==> config.mk <==
export PLATFORM = sky130hd
export DESIGN_NAME = t2cr_timer
export DESIGN_NICKNAME = d
export VERILOG_FILES = /design/src/pkg/t2cr_pkg.sv /design/src/pkg/t2cr_evt_if.sv /design/src/rtl/t2cr_presc.sv /design/src/rtl/t2cr_edge_sync.sv /design/src/rtl/t2cr_timer.sv
export VERILOG_INCLUDE_DIRS = /design/src /design/src/pkg
export SDC_FILE = /design/constraint.sdc
export NUM_CORES = 1
export LEC_CHECK = 0
export BUFFER_PORTS_ARGS = -buffer_cell sky130_fd_sc_hd__clkbuf_2
export CORE_ASPECT_RATIO = 1.4
export CORE_UTILIZATION = 34
export CTS_BUF_LIST = sky130_fd_sc_hd__clkbuf_8
export CTS_CLUSTER_SIZE = 40
export DETAILED_ROUTE_END_ITERATION = 8
export PLACE_DENSITY = 0.61
export SLEW_MARGIN = 20
export SYNTH_ARGS = -nofsm -noshare
export SYNTH_HDL_FRONTEND = slang
export SYNTH_HIERARCHICAL = 1
export SYNTH_SLANG_ARGS = --single-unit
==> constraint.sdc <==
create_clock -name clk_in -period 3.2 [get_ports clk_in]
set_clock_uncertainty 0.15 [all_clocks]
set_input_delay 0.48 -clock clk_in [delete_from_list [all_inputs] [get_ports clk_in]]
set_output_delay 0.48 -clock clk_in [all_outputs]
set_load 0.01 [all_outputs]
==> src/pkg/t2cr_cfg.svh <==
// Offsets, field positions, reset values and timing counts of the timer block.
// Assumes inclusion by bare name from any file that needs the constants.
`ifndef T2CR_CFG_SVH
`define T2CR_CFG_SVH

// Register byte offsets on the APB word map
`define T2CR_OFS_CTRL 8'h00
`define T2CR_OFS_COUNT 8'h04
`define T2CR_OFS_CAPREL 8'h08
`define T2CR_OFS_STATUS 8'h0C
`define T2CR_OFS_MASK 8'h10

// Control register bit positions
`define T2CR_B_OVF 7
`define T2CR_B_EXT 6
`define T2CR_B_RXSEL 5
`define T2CR_B_TXSEL 4
`define T2CR_B_EXTEN 3
`define T2CR_B_RUN 2
`define T2CR_B_CTRSEL 1
`define T2CR_B_CPRL 0

// Status and mask bit positions
`define T2CR_S_OVF 0
`define T2CR_S_EXT 1

// Reset values
`define T2CR_CTRL_RST 6'h00
`define T2CR_COUNT_RST 16'h0000
`define T2CR_CAPREL_RST 16'h0000
`define T2CR_MASK_RST 2'h0

// Clocks per machine cycle and the terminal count
`define T2CR_MC_DIV 4'hC
`define T2CR_COUNT_MAX 16'hFFFF

`endif

==> src/pkg/t2cr_pkg.sv <==
// Types shared by the timer block modules.
// Assumes the constants header is on the include path.
package t2cr_pkg;

    typedef enum logic [1:0] {
        T2CR_OFF,
        T2CR_RELOAD,
        T2CR_CAPTURE,
        T2CR_BAUD
    } t2cr_mode_t;

    typedef struct packed {
        logic [5:0] ctrl;
        logic ovf_flag;
        logic ext_flag;
        logic [15:0] count;
        logic [15:0] caprel;
        logic [1:0] mask;
        logic pready;
        logic pslverr;
        logic [31:0] prdata;
        logic irq;
        logic rx_tick;
        logic tx_tick;
    } t2cr_core_t;

    typedef struct packed {
        logic [1:0] s1;
        logic [1:0] s2;
        logic [1:0] s3;
        logic [1:0] level;
        logic [1:0] fall;
    } t2cr_sync_t;

    typedef struct packed {
        logic [3:0] cnt;
        logic tick;
    } t2cr_presc_t;

endpackage : t2cr_pkg

==> src/pkg/t2cr_evt_if.sv <==
// Event signals from the pin synchroniser and the prescaler to the timer core.
// Assumes all three parties share one clock.
`timescale 1ns/1ps
interface t2cr_evt_if;
    logic count_fall;
    logic trig_fall;
    logic mc_tick;

    modport sync_mp (output count_fall, output trig_fall);
    modport presc_mp (output mc_tick);
    modport core_mp (input count_fall, input trig_fall, input mc_tick);
endinterface : t2cr_evt_if

==> src/rtl/t2cr_presc.sv <==
// Machine-cycle prescaler: one tick every twelve clocks.
// Assumes a free-running clock and an asynchronous active-low reset.
`timescale 1ns/1ps
`include "t2cr_cfg.svh"
module t2cr_presc (
    // Clock and reset
    input wire logic clk_in,
    input wire logic rst_b_in,
    // Tick out
    t2cr_evt_if.presc_mp evt
);
    import t2cr_pkg::*;

    t2cr_presc_t st;
    t2cr_presc_t next_st;

    always_comb begin
        next_st = st;
        next_st.tick = 1'b0;
        if (st.cnt == `T2CR_MC_DIV - 4'h1) begin
            next_st.cnt = 4'h0;
            next_st.tick = 1'b1;
        end else begin
            next_st.cnt = st.cnt + 4'h1;
        end
    end

    always_ff @(posedge clk_in or negedge rst_b_in) begin
        if (!rst_b_in) begin
            st <= '0;
        end else begin
            st <= next_st;
        end
    end

    assign evt.mc_tick = st.tick;
endmodule : t2cr_presc

==> src/rtl/t2cr_edge_sync.sv <==
// Three-stage synchroniser and falling-edge detector for the two pins.
// Assumes pins are asynchronous to the clock.
`timescale 1ns/1ps
module t2cr_edge_sync (
    // Clock and reset
    input wire logic clk_in,
    input wire logic rst_b_in,
    // Pins: bit 0 count pin, bit 1 trigger pin
    input wire logic [1:0] pin_in,
    // Edge events
    t2cr_evt_if.sync_mp evt
);
    import t2cr_pkg::*;

    t2cr_sync_t st;
    t2cr_sync_t next_st;

    always_comb begin
        next_st = st;
        next_st.s1 = pin_in;
        next_st.s2 = st.s1;
        next_st.s3 = st.s2;
        for (int i = 0; i < 2; i++) begin
            next_st.fall[i] = 1'b0;
            // Change counts once stages two and three agree
            if (st.s2[i] == st.s3[i]) begin
                next_st.level[i] = st.s3[i];
                next_st.fall[i] = st.level[i] & ~st.s3[i];
            end
        end
    end

    // Idle level of both pins is high
    always_ff @(posedge clk_in or negedge rst_b_in) begin
        if (!rst_b_in) begin
            st <= '{s1: 2'h3, s2: 2'h3, s3: 2'h3, level: 2'h3, fall: 2'h0};
        end else begin
            st <= next_st;
        end
    end

    assign evt.count_fall = st.fall[0];
    assign evt.trig_fall = st.fall[1];
endmodule : t2cr_edge_sync

==> src/rtl/t2cr_timer.sv <==
// Sixteen-bit capture / auto-reload / baud timer with an APB register slave.
// Assumes an APB master on clk_in; count and trigger pins are asynchronous.
//
// Design decisions made here: the APB register port and the register addresses.
`timescale 1ns/1ps
`include "t2cr_cfg.svh"

// Summary of operation
// - Timer counts only while run control is 1; off otherwise.
// - Counter select 1 counts count-pin falls; 0 counts machine cycles (clock/12).
// - External enable 0 ignores trigger pin: no capture, reload or flag.
// - Trigger events act only when neither serial clock select is set.
// - Mode: serial select gives baud; else capture/reload select picks mode.
// - With a serial select set, capture/reload select ignored; reload on overflow.
// - Capture mode counts freely; overflow sets the overflow flag.
// - Enabled trigger fall in capture mode copies count into capture register.
// - Enabled trigger fall in capture mode sets the external flag.
// - Overflow and external flags share one interrupt output.
// - Auto-reload: rollover sets overflow flag and reloads count.
// - Auto-reload: enabled trigger fall forces early reload, sets external flag.
// - Baud mode active when receive, transmit or both selects are 1.
// - Overflow flag sticky until cleared; never set in baud mode.
// - In baud mode overflow pulses go to serial receive/transmit clocks.
module t2cr_timer (
    // Clock and reset
    input wire logic clk_in,
    input wire logic rst_b_in,
    // APB slave
    input wire logic [7:0] paddr_in,
    input wire logic psel_in,
    input wire logic penable_in,
    input wire logic pwrite_in,
    input wire logic [31:0] pwdata_in,
    input wire logic [3:0] pstrb_in,
    output logic [31:0] prdata_out,
    output logic pready_out,
    output logic pslverr_out,
    // Pins
    input wire logic count_pin_in,
    input wire logic trigger_pin_in,
    // Serial port clocks and interrupt
    output logic rx_baud_tick_out,
    output logic tx_baud_tick_out,
    output logic irq_out
);
    import t2cr_pkg::*;

    t2cr_core_t st;
    t2cr_core_t next_st;
    t2cr_mode_t mode;

    logic baud_sel;
    logic inc;
    logic ovf;
    logic ext_ev;
    logic apb_setup;
    logic apb_wr;
    logic wr_ctrl;
    logic wr_count;
    logic wr_caprel;
    logic wr_status;
    logic wr_mask;
    logic [7:0] ctrl_view;
    logic [1:0] status_view;

    t2cr_evt_if evt ();

    t2cr_edge_sync u_sync (
        .clk_in(clk_in),
        .rst_b_in(rst_b_in),
        .pin_in({trigger_pin_in, count_pin_in}),
        .evt(evt.sync_mp)
    );

    t2cr_presc u_presc (
        .clk_in(clk_in),
        .rst_b_in(rst_b_in),
        .evt(evt.presc_mp)
    );

    // Control byte as software sees it
    assign ctrl_view = {st.ovf_flag, st.ext_flag, st.ctrl};
    assign status_view = {st.ext_flag, st.ovf_flag};

    // APB decode
    assign apb_setup = psel_in & ~penable_in;
    assign apb_wr = psel_in & penable_in & st.pready & pwrite_in;
    assign wr_ctrl = apb_wr & (paddr_in == `T2CR_OFS_CTRL);
    assign wr_count = apb_wr & (paddr_in == `T2CR_OFS_COUNT);
    assign wr_caprel = apb_wr & (paddr_in == `T2CR_OFS_CAPREL);
    assign wr_status = apb_wr & (paddr_in == `T2CR_OFS_STATUS);
    assign wr_mask = apb_wr & (paddr_in == `T2CR_OFS_MASK);

    assign baud_sel = st.ctrl[`T2CR_B_RXSEL] | st.ctrl[`T2CR_B_TXSEL];

    // Mode decode
    always_comb begin
        if (!st.ctrl[`T2CR_B_RUN]) begin
            mode = T2CR_OFF;
        end else if (baud_sel) begin
            mode = T2CR_BAUD;
        end else if (st.ctrl[`T2CR_B_CPRL]) begin
            mode = T2CR_CAPTURE;
        end else begin
            mode = T2CR_RELOAD;
        end
    end

    // Count source and events
    always_comb begin
        inc = 1'b0;
        ext_ev = 1'b0;
        case (mode)
            T2CR_OFF: begin
                inc = 1'b0;
            end
            T2CR_RELOAD, T2CR_CAPTURE: begin
                inc = st.ctrl[`T2CR_B_CTRSEL] ? evt.count_fall : evt.mc_tick;
                ext_ev = st.ctrl[`T2CR_B_EXTEN] & evt.trig_fall;
            end
            T2CR_BAUD: begin
                inc = st.ctrl[`T2CR_B_CTRSEL] ? evt.count_fall : evt.mc_tick;
            end
            default: begin
                inc = 1'b0;
            end
        endcase
    end

    assign ovf = inc & (st.count == `T2CR_COUNT_MAX);

    always_comb begin
        next_st = st;
        next_st.pready = 1'b0;
        next_st.pslverr = 1'b0;
        next_st.rx_tick = 1'b0;
        next_st.tx_tick = 1'b0;

        // Read data and ready are set up in the setup cycle
        if (apb_setup) begin
            next_st.pready = 1'b1;
            case (paddr_in)
                `T2CR_OFS_CTRL: next_st.prdata = {24'h000000, ctrl_view};
                `T2CR_OFS_COUNT: next_st.prdata = {16'h0000, st.count};
                `T2CR_OFS_CAPREL: next_st.prdata = {16'h0000, st.caprel};
                `T2CR_OFS_STATUS: next_st.prdata = {30'h00000000, status_view};
                `T2CR_OFS_MASK: next_st.prdata = {30'h00000000, st.mask};
                default: begin
                    next_st.prdata = 32'h00000000;
                    next_st.pslverr = 1'b1;
                end
            endcase
        end

        // Software writes; flag bits of the control byte are read-only
        if (wr_ctrl && pstrb_in[0]) begin
            next_st.ctrl = pwdata_in[5:0];
        end
        if (wr_caprel) begin
            if (pstrb_in[0]) begin
                next_st.caprel[7:0] = pwdata_in[7:0];
            end
            if (pstrb_in[1]) begin
                next_st.caprel[15:8] = pwdata_in[15:8];
            end
        end
        if (wr_mask && pstrb_in[0]) begin
            next_st.mask = pwdata_in[1:0];
        end
        // Write one to clear; any set below wins
        if (wr_status && pstrb_in[0]) begin
            if (pwdata_in[`T2CR_S_OVF]) begin
                next_st.ovf_flag = 1'b0;
            end
            if (pwdata_in[`T2CR_S_EXT]) begin
                next_st.ext_flag = 1'b0;
            end
        end

        // Counting
        if (inc) begin
            next_st.count = st.count + 16'h0001;
        end
        case (mode)
            T2CR_RELOAD: begin
                if (ovf || ext_ev) begin
                    next_st.count = st.caprel;
                end
                if (ovf) begin
                    next_st.ovf_flag = 1'b1;
                end
                if (ext_ev) begin
                    next_st.ext_flag = 1'b1;
                end
            end
            T2CR_CAPTURE: begin
                if (ovf) begin
                    next_st.ovf_flag = 1'b1;
                end
                if (ext_ev) begin
                    next_st.caprel = st.count;
                    next_st.ext_flag = 1'b1;
                end
            end
            T2CR_BAUD: begin
                if (ovf) begin
                    next_st.count = st.caprel;
                    next_st.rx_tick = st.ctrl[`T2CR_B_RXSEL];
                    next_st.tx_tick = st.ctrl[`T2CR_B_TXSEL];
                end
            end
            default: begin
                next_st.count = next_st.count;
            end
        endcase

        // A software load of the count wins over counting
        if (wr_count) begin
            if (pstrb_in[0]) begin
                next_st.count[7:0] = pwdata_in[7:0];
            end
            if (pstrb_in[1]) begin
                next_st.count[15:8] = pwdata_in[15:8];
            end
        end

        // One shared request line
        next_st.irq = (next_st.ovf_flag & next_st.mask[`T2CR_S_OVF])
                    | (next_st.ext_flag & next_st.mask[`T2CR_S_EXT]);
    end

    always_ff @(posedge clk_in or negedge rst_b_in) begin
        if (!rst_b_in) begin
            st <= '{ctrl: `T2CR_CTRL_RST, ovf_flag: 1'b0, ext_flag: 1'b0,
                    count: `T2CR_COUNT_RST, caprel: `T2CR_CAPREL_RST,
                    mask: `T2CR_MASK_RST, pready: 1'b0, pslverr: 1'b0,
                    prdata: 32'h00000000, irq: 1'b0, rx_tick: 1'b0, tx_tick: 1'b0};
        end else begin
            st <= next_st;
        end
    end

    assign prdata_out = st.prdata;
    assign pready_out = st.pready;
    assign pslverr_out = st.pslverr;
    assign rx_baud_tick_out = st.rx_tick;
    assign tx_baud_tick_out = st.tx_tick;
    assign irq_out = st.irq;
endmodule : t2cr_timer

==> flow_summary_export.csv <==
group,metric,value,unit
outcome,status,"completed",
place,dp_slack,0.330,ns
pwr,share_comb_of_total_power,6.2,%
clocking,root_buffer,"clkbuf_8",
yosys,synthTopCellsByArea,"dfrtp_1, buf_4, dfstp_2",
drt,wl,9980,um
worst_setup_path,endpoint_kind,"flip-flop",
global_routing,grt-ovfl-total,0,
worst_setup_path,max_stage_delay,0.49,ns
clocking,clock_latency,0.36,ns
sta,rsz0062_at_grt,"no",
pwr,p_sw,432,uW
global_routing,grt_pass1_wl,16000,um
yosys,synthArstFlopShare,100,%
floorplanning,num_rows,47,
sta,setup-violations-final,0,
pwr,seqPwrFrac,57.1,%
worst_setup_path,crit_path_top_delay_cell,"a2111oi_0",
clocking,cts_max_level,3,
cells_and_area,insertedDiodeCount,0,
sta,setup-tns-final,0,ns
worst_setup_path,cp_max_fo,8,
global_routing,grtUsageTotal,16.7,%
drt,drt_iter0_markers,249,
pwr,p_int,1360,uW
drt,drc,0,
global_routing,antenna_found_initial,0,
drt,drt_pass1_iterations,5,
clocking,cts-resized-gates,0,
floorplanning,ios,88,
yosys,netlist.area_leader.share,42.1,%
clocking,numCtsBuffers,9,
sta,fin_ws,0.278,ns
yosys,synth_area,0.00416,mm^2
global_routing,grt_start_max_net_pins,79,
yosys,syn_inst,401,
sta,hold_viol_final,0,
worst_setup_path,cp_num_buf_inv,0,
yosys,ys.flop_type,"dfrtp_1",
cells_and_area,drive_above_1_share,26.6,%
sta,layout_min_cycle_time,2.92,ns
flow_run,cap_viol_max_count,0,
yosys,ys_seq_elements,78,
floorplanning,die_height,133,um
sta,period_share,91.3,%
worst_setup_path,critPathKind,"reg2reg",
drt,postRouteAntennaNets,0,
yosys,synth_edf_count,0,
drt,vias,3135,
cells_and_area,nets,500,
cells_and_area,area_growth,11.4,%
cells_and_area,final_common_cell,"dfrtp_1",
worst_setup_path,critPathArrivalTime,3.01,ns
pwr,power_leakage,0.00215,uW
worst_setup_path,crit_required,3.29,ns
yosys,avgSynthCellArea,10.4,um^2
clocking,cts_tree,"done",
pwr,ir_drop,0.231,mV
clocking,path_clk_slew,0.08,ns
sta,slew_headroom,57.7,%
sta,worst_pin_slew,0.617,ns
yosys,yosys.area.top_type,"dfrtp_1",
drt,viasPerCell,5.28,
worst_setup_path,r2r_setup_slack,0.28,ns
worst_setup_path,cpLargestDelayFamily,"simple AND/OR/NAND/NOR gates",
worst_setup_path,cp_cell_sequence,"nor3b_1 > nand2b_1 > ha_1 > nand3_1 > a2111oi_0 > a41oi_1 > nand2_1 > nor2_1 > a221o_1",
floorplanning,coreArea,0.0119,mm^2
sta,clock.fmax,342,MHz
global_routing,grt_pass1_vias,3078,
cells_and_area,final_cell_mix,"dfrtp_1, clkbuf_2, nand2_1",
place,hpwl,7400,um
place,gp_routability_congestion,0.883,
sta,drv_slew,0,
yosys,synth_cell_types,55,
hold_path,hp-class,"in2reg",
place,numPortBuffers,53,
pwr,clockPowerShare,36.7,%
pwr,swShare,24.1,%
clocking,cts.sinks,78,
worst_setup_path,start_kind,"flip-flop",
yosys,ys_seq_area_share,47.1,%
pwr,power.density,386,mW/mm^2
drt,wl_per_cell,16.8,um
floorplanning,die_x,95.5,um
yosys,yosysWarnings,6,
clocking,clockBufferDepth,2,
floorplanning,start_util,35.1,%
floorplanning,dieArea,0.0127,mm^2
[cells in the mapped netlist (7+ instances only)]
master and n:
o221ai_2 8, dfstp_2 8, clkbuf_1 10, dfrtp_1 70
inv_1 16, nand2_1 37, o21ai_0 19, a22oi_1 10
buf_4 32, mux2i_1 17, mux2_2 7, nor2_1 31
a221o_1 8, a21oi_1 18, nand3_1 10, and3_1 8
xor2_1 9
[cell type report]
cell class                 instances  area (um^2)
clock buffer                      11          151
clock inverter                     4         17.5
fill                            1220         7240
inverter                          17         63.8
multi-input combinational        272         1880
sequential                        78         1960
tap                              147          184
timing repair buffer              65          385
[power groups by stage]
stage          logic (uW)  registers [uW]  clock network (uW)
6_report              110            1020                 657
5_1_grt               123            1020                 729
4_1_cts               108            1020                 681
3_5_place_dp          108            1040                   0
3_3_place_gp          106            1040                   0
2_1_floorplan        63.1            1040                   0
[per-layer routing]
layer	global-route usage [%]	up-vias	share of wire (%)
li1	-	1458	-
met1	19.5	1563	39
met2	28.6	95	53
met3	4.20	19	4.9
met4	6.97	0	3.2
met5	0	-	0
[worst paths after layout]
path	from	to	depth (start not counted)
max in group asynchronous	rst_b_in	u_sync/st[5]	3
max reg2reg	ctrl_view[5]	st[60]	9
min in group asynchronous	rst_b_in	prdata_out[4]	2
min reg2reg	u_sync/next_st[7]	u_sync/next_st[5]	0
max	ctrl_view[5]	st[60]	9
min	count_pin_in	u_sync/next_st[6]	1
[repair_timing]
item / CTS / global route
hold buffers: 0 / 1
hold endpoints to repair: 0 / 6
buffers inserted: 0 / 0
[metrics by stage]
step	cells	instance area, um^2	power (uW)	hold WS [ns]	util [%]
final	594	4640	1790	0.0511	39.1
after global routing	594	4640	1870	0.0217	39.1
after CTS	592	4610	1810	0.0307	38.8
after detailed placement	577	4440	1150	0.197	37.4
after global placement	577	4440	1150	0.196	37.4
after floorplan	416	4220	1100	0.0344	-
[state kept, by name, summed over array words and instances (netlist names)]
register / cells
st: 34
prdata_out: 16
ctrl_view: 8
u_presc/st: 4
u_sync/next_st: 4
u_sync/st: 4
irq_out: 1
pready_out: 1
pslverr_out: 1
rx_baud_tick_out: 1
tx_baud_tick_out: 1
u_presc/evt.mc_tick: 1
u_sync/evt.count_fall: 1
u_sync/evt.trig_fall: 1
[logic make-up after synthesis]
group,Yosys count,synth area share [%]
compound gates,79,14.4
other cells,1,0.0901
simple gates,127,16.7
fa+ha+maj,8,2.34
mux,27,6.97
flops,78,47.1
xor+xnor,15,3.16
buf+inv,66,9.19
(Power assumes the default switching activity.)
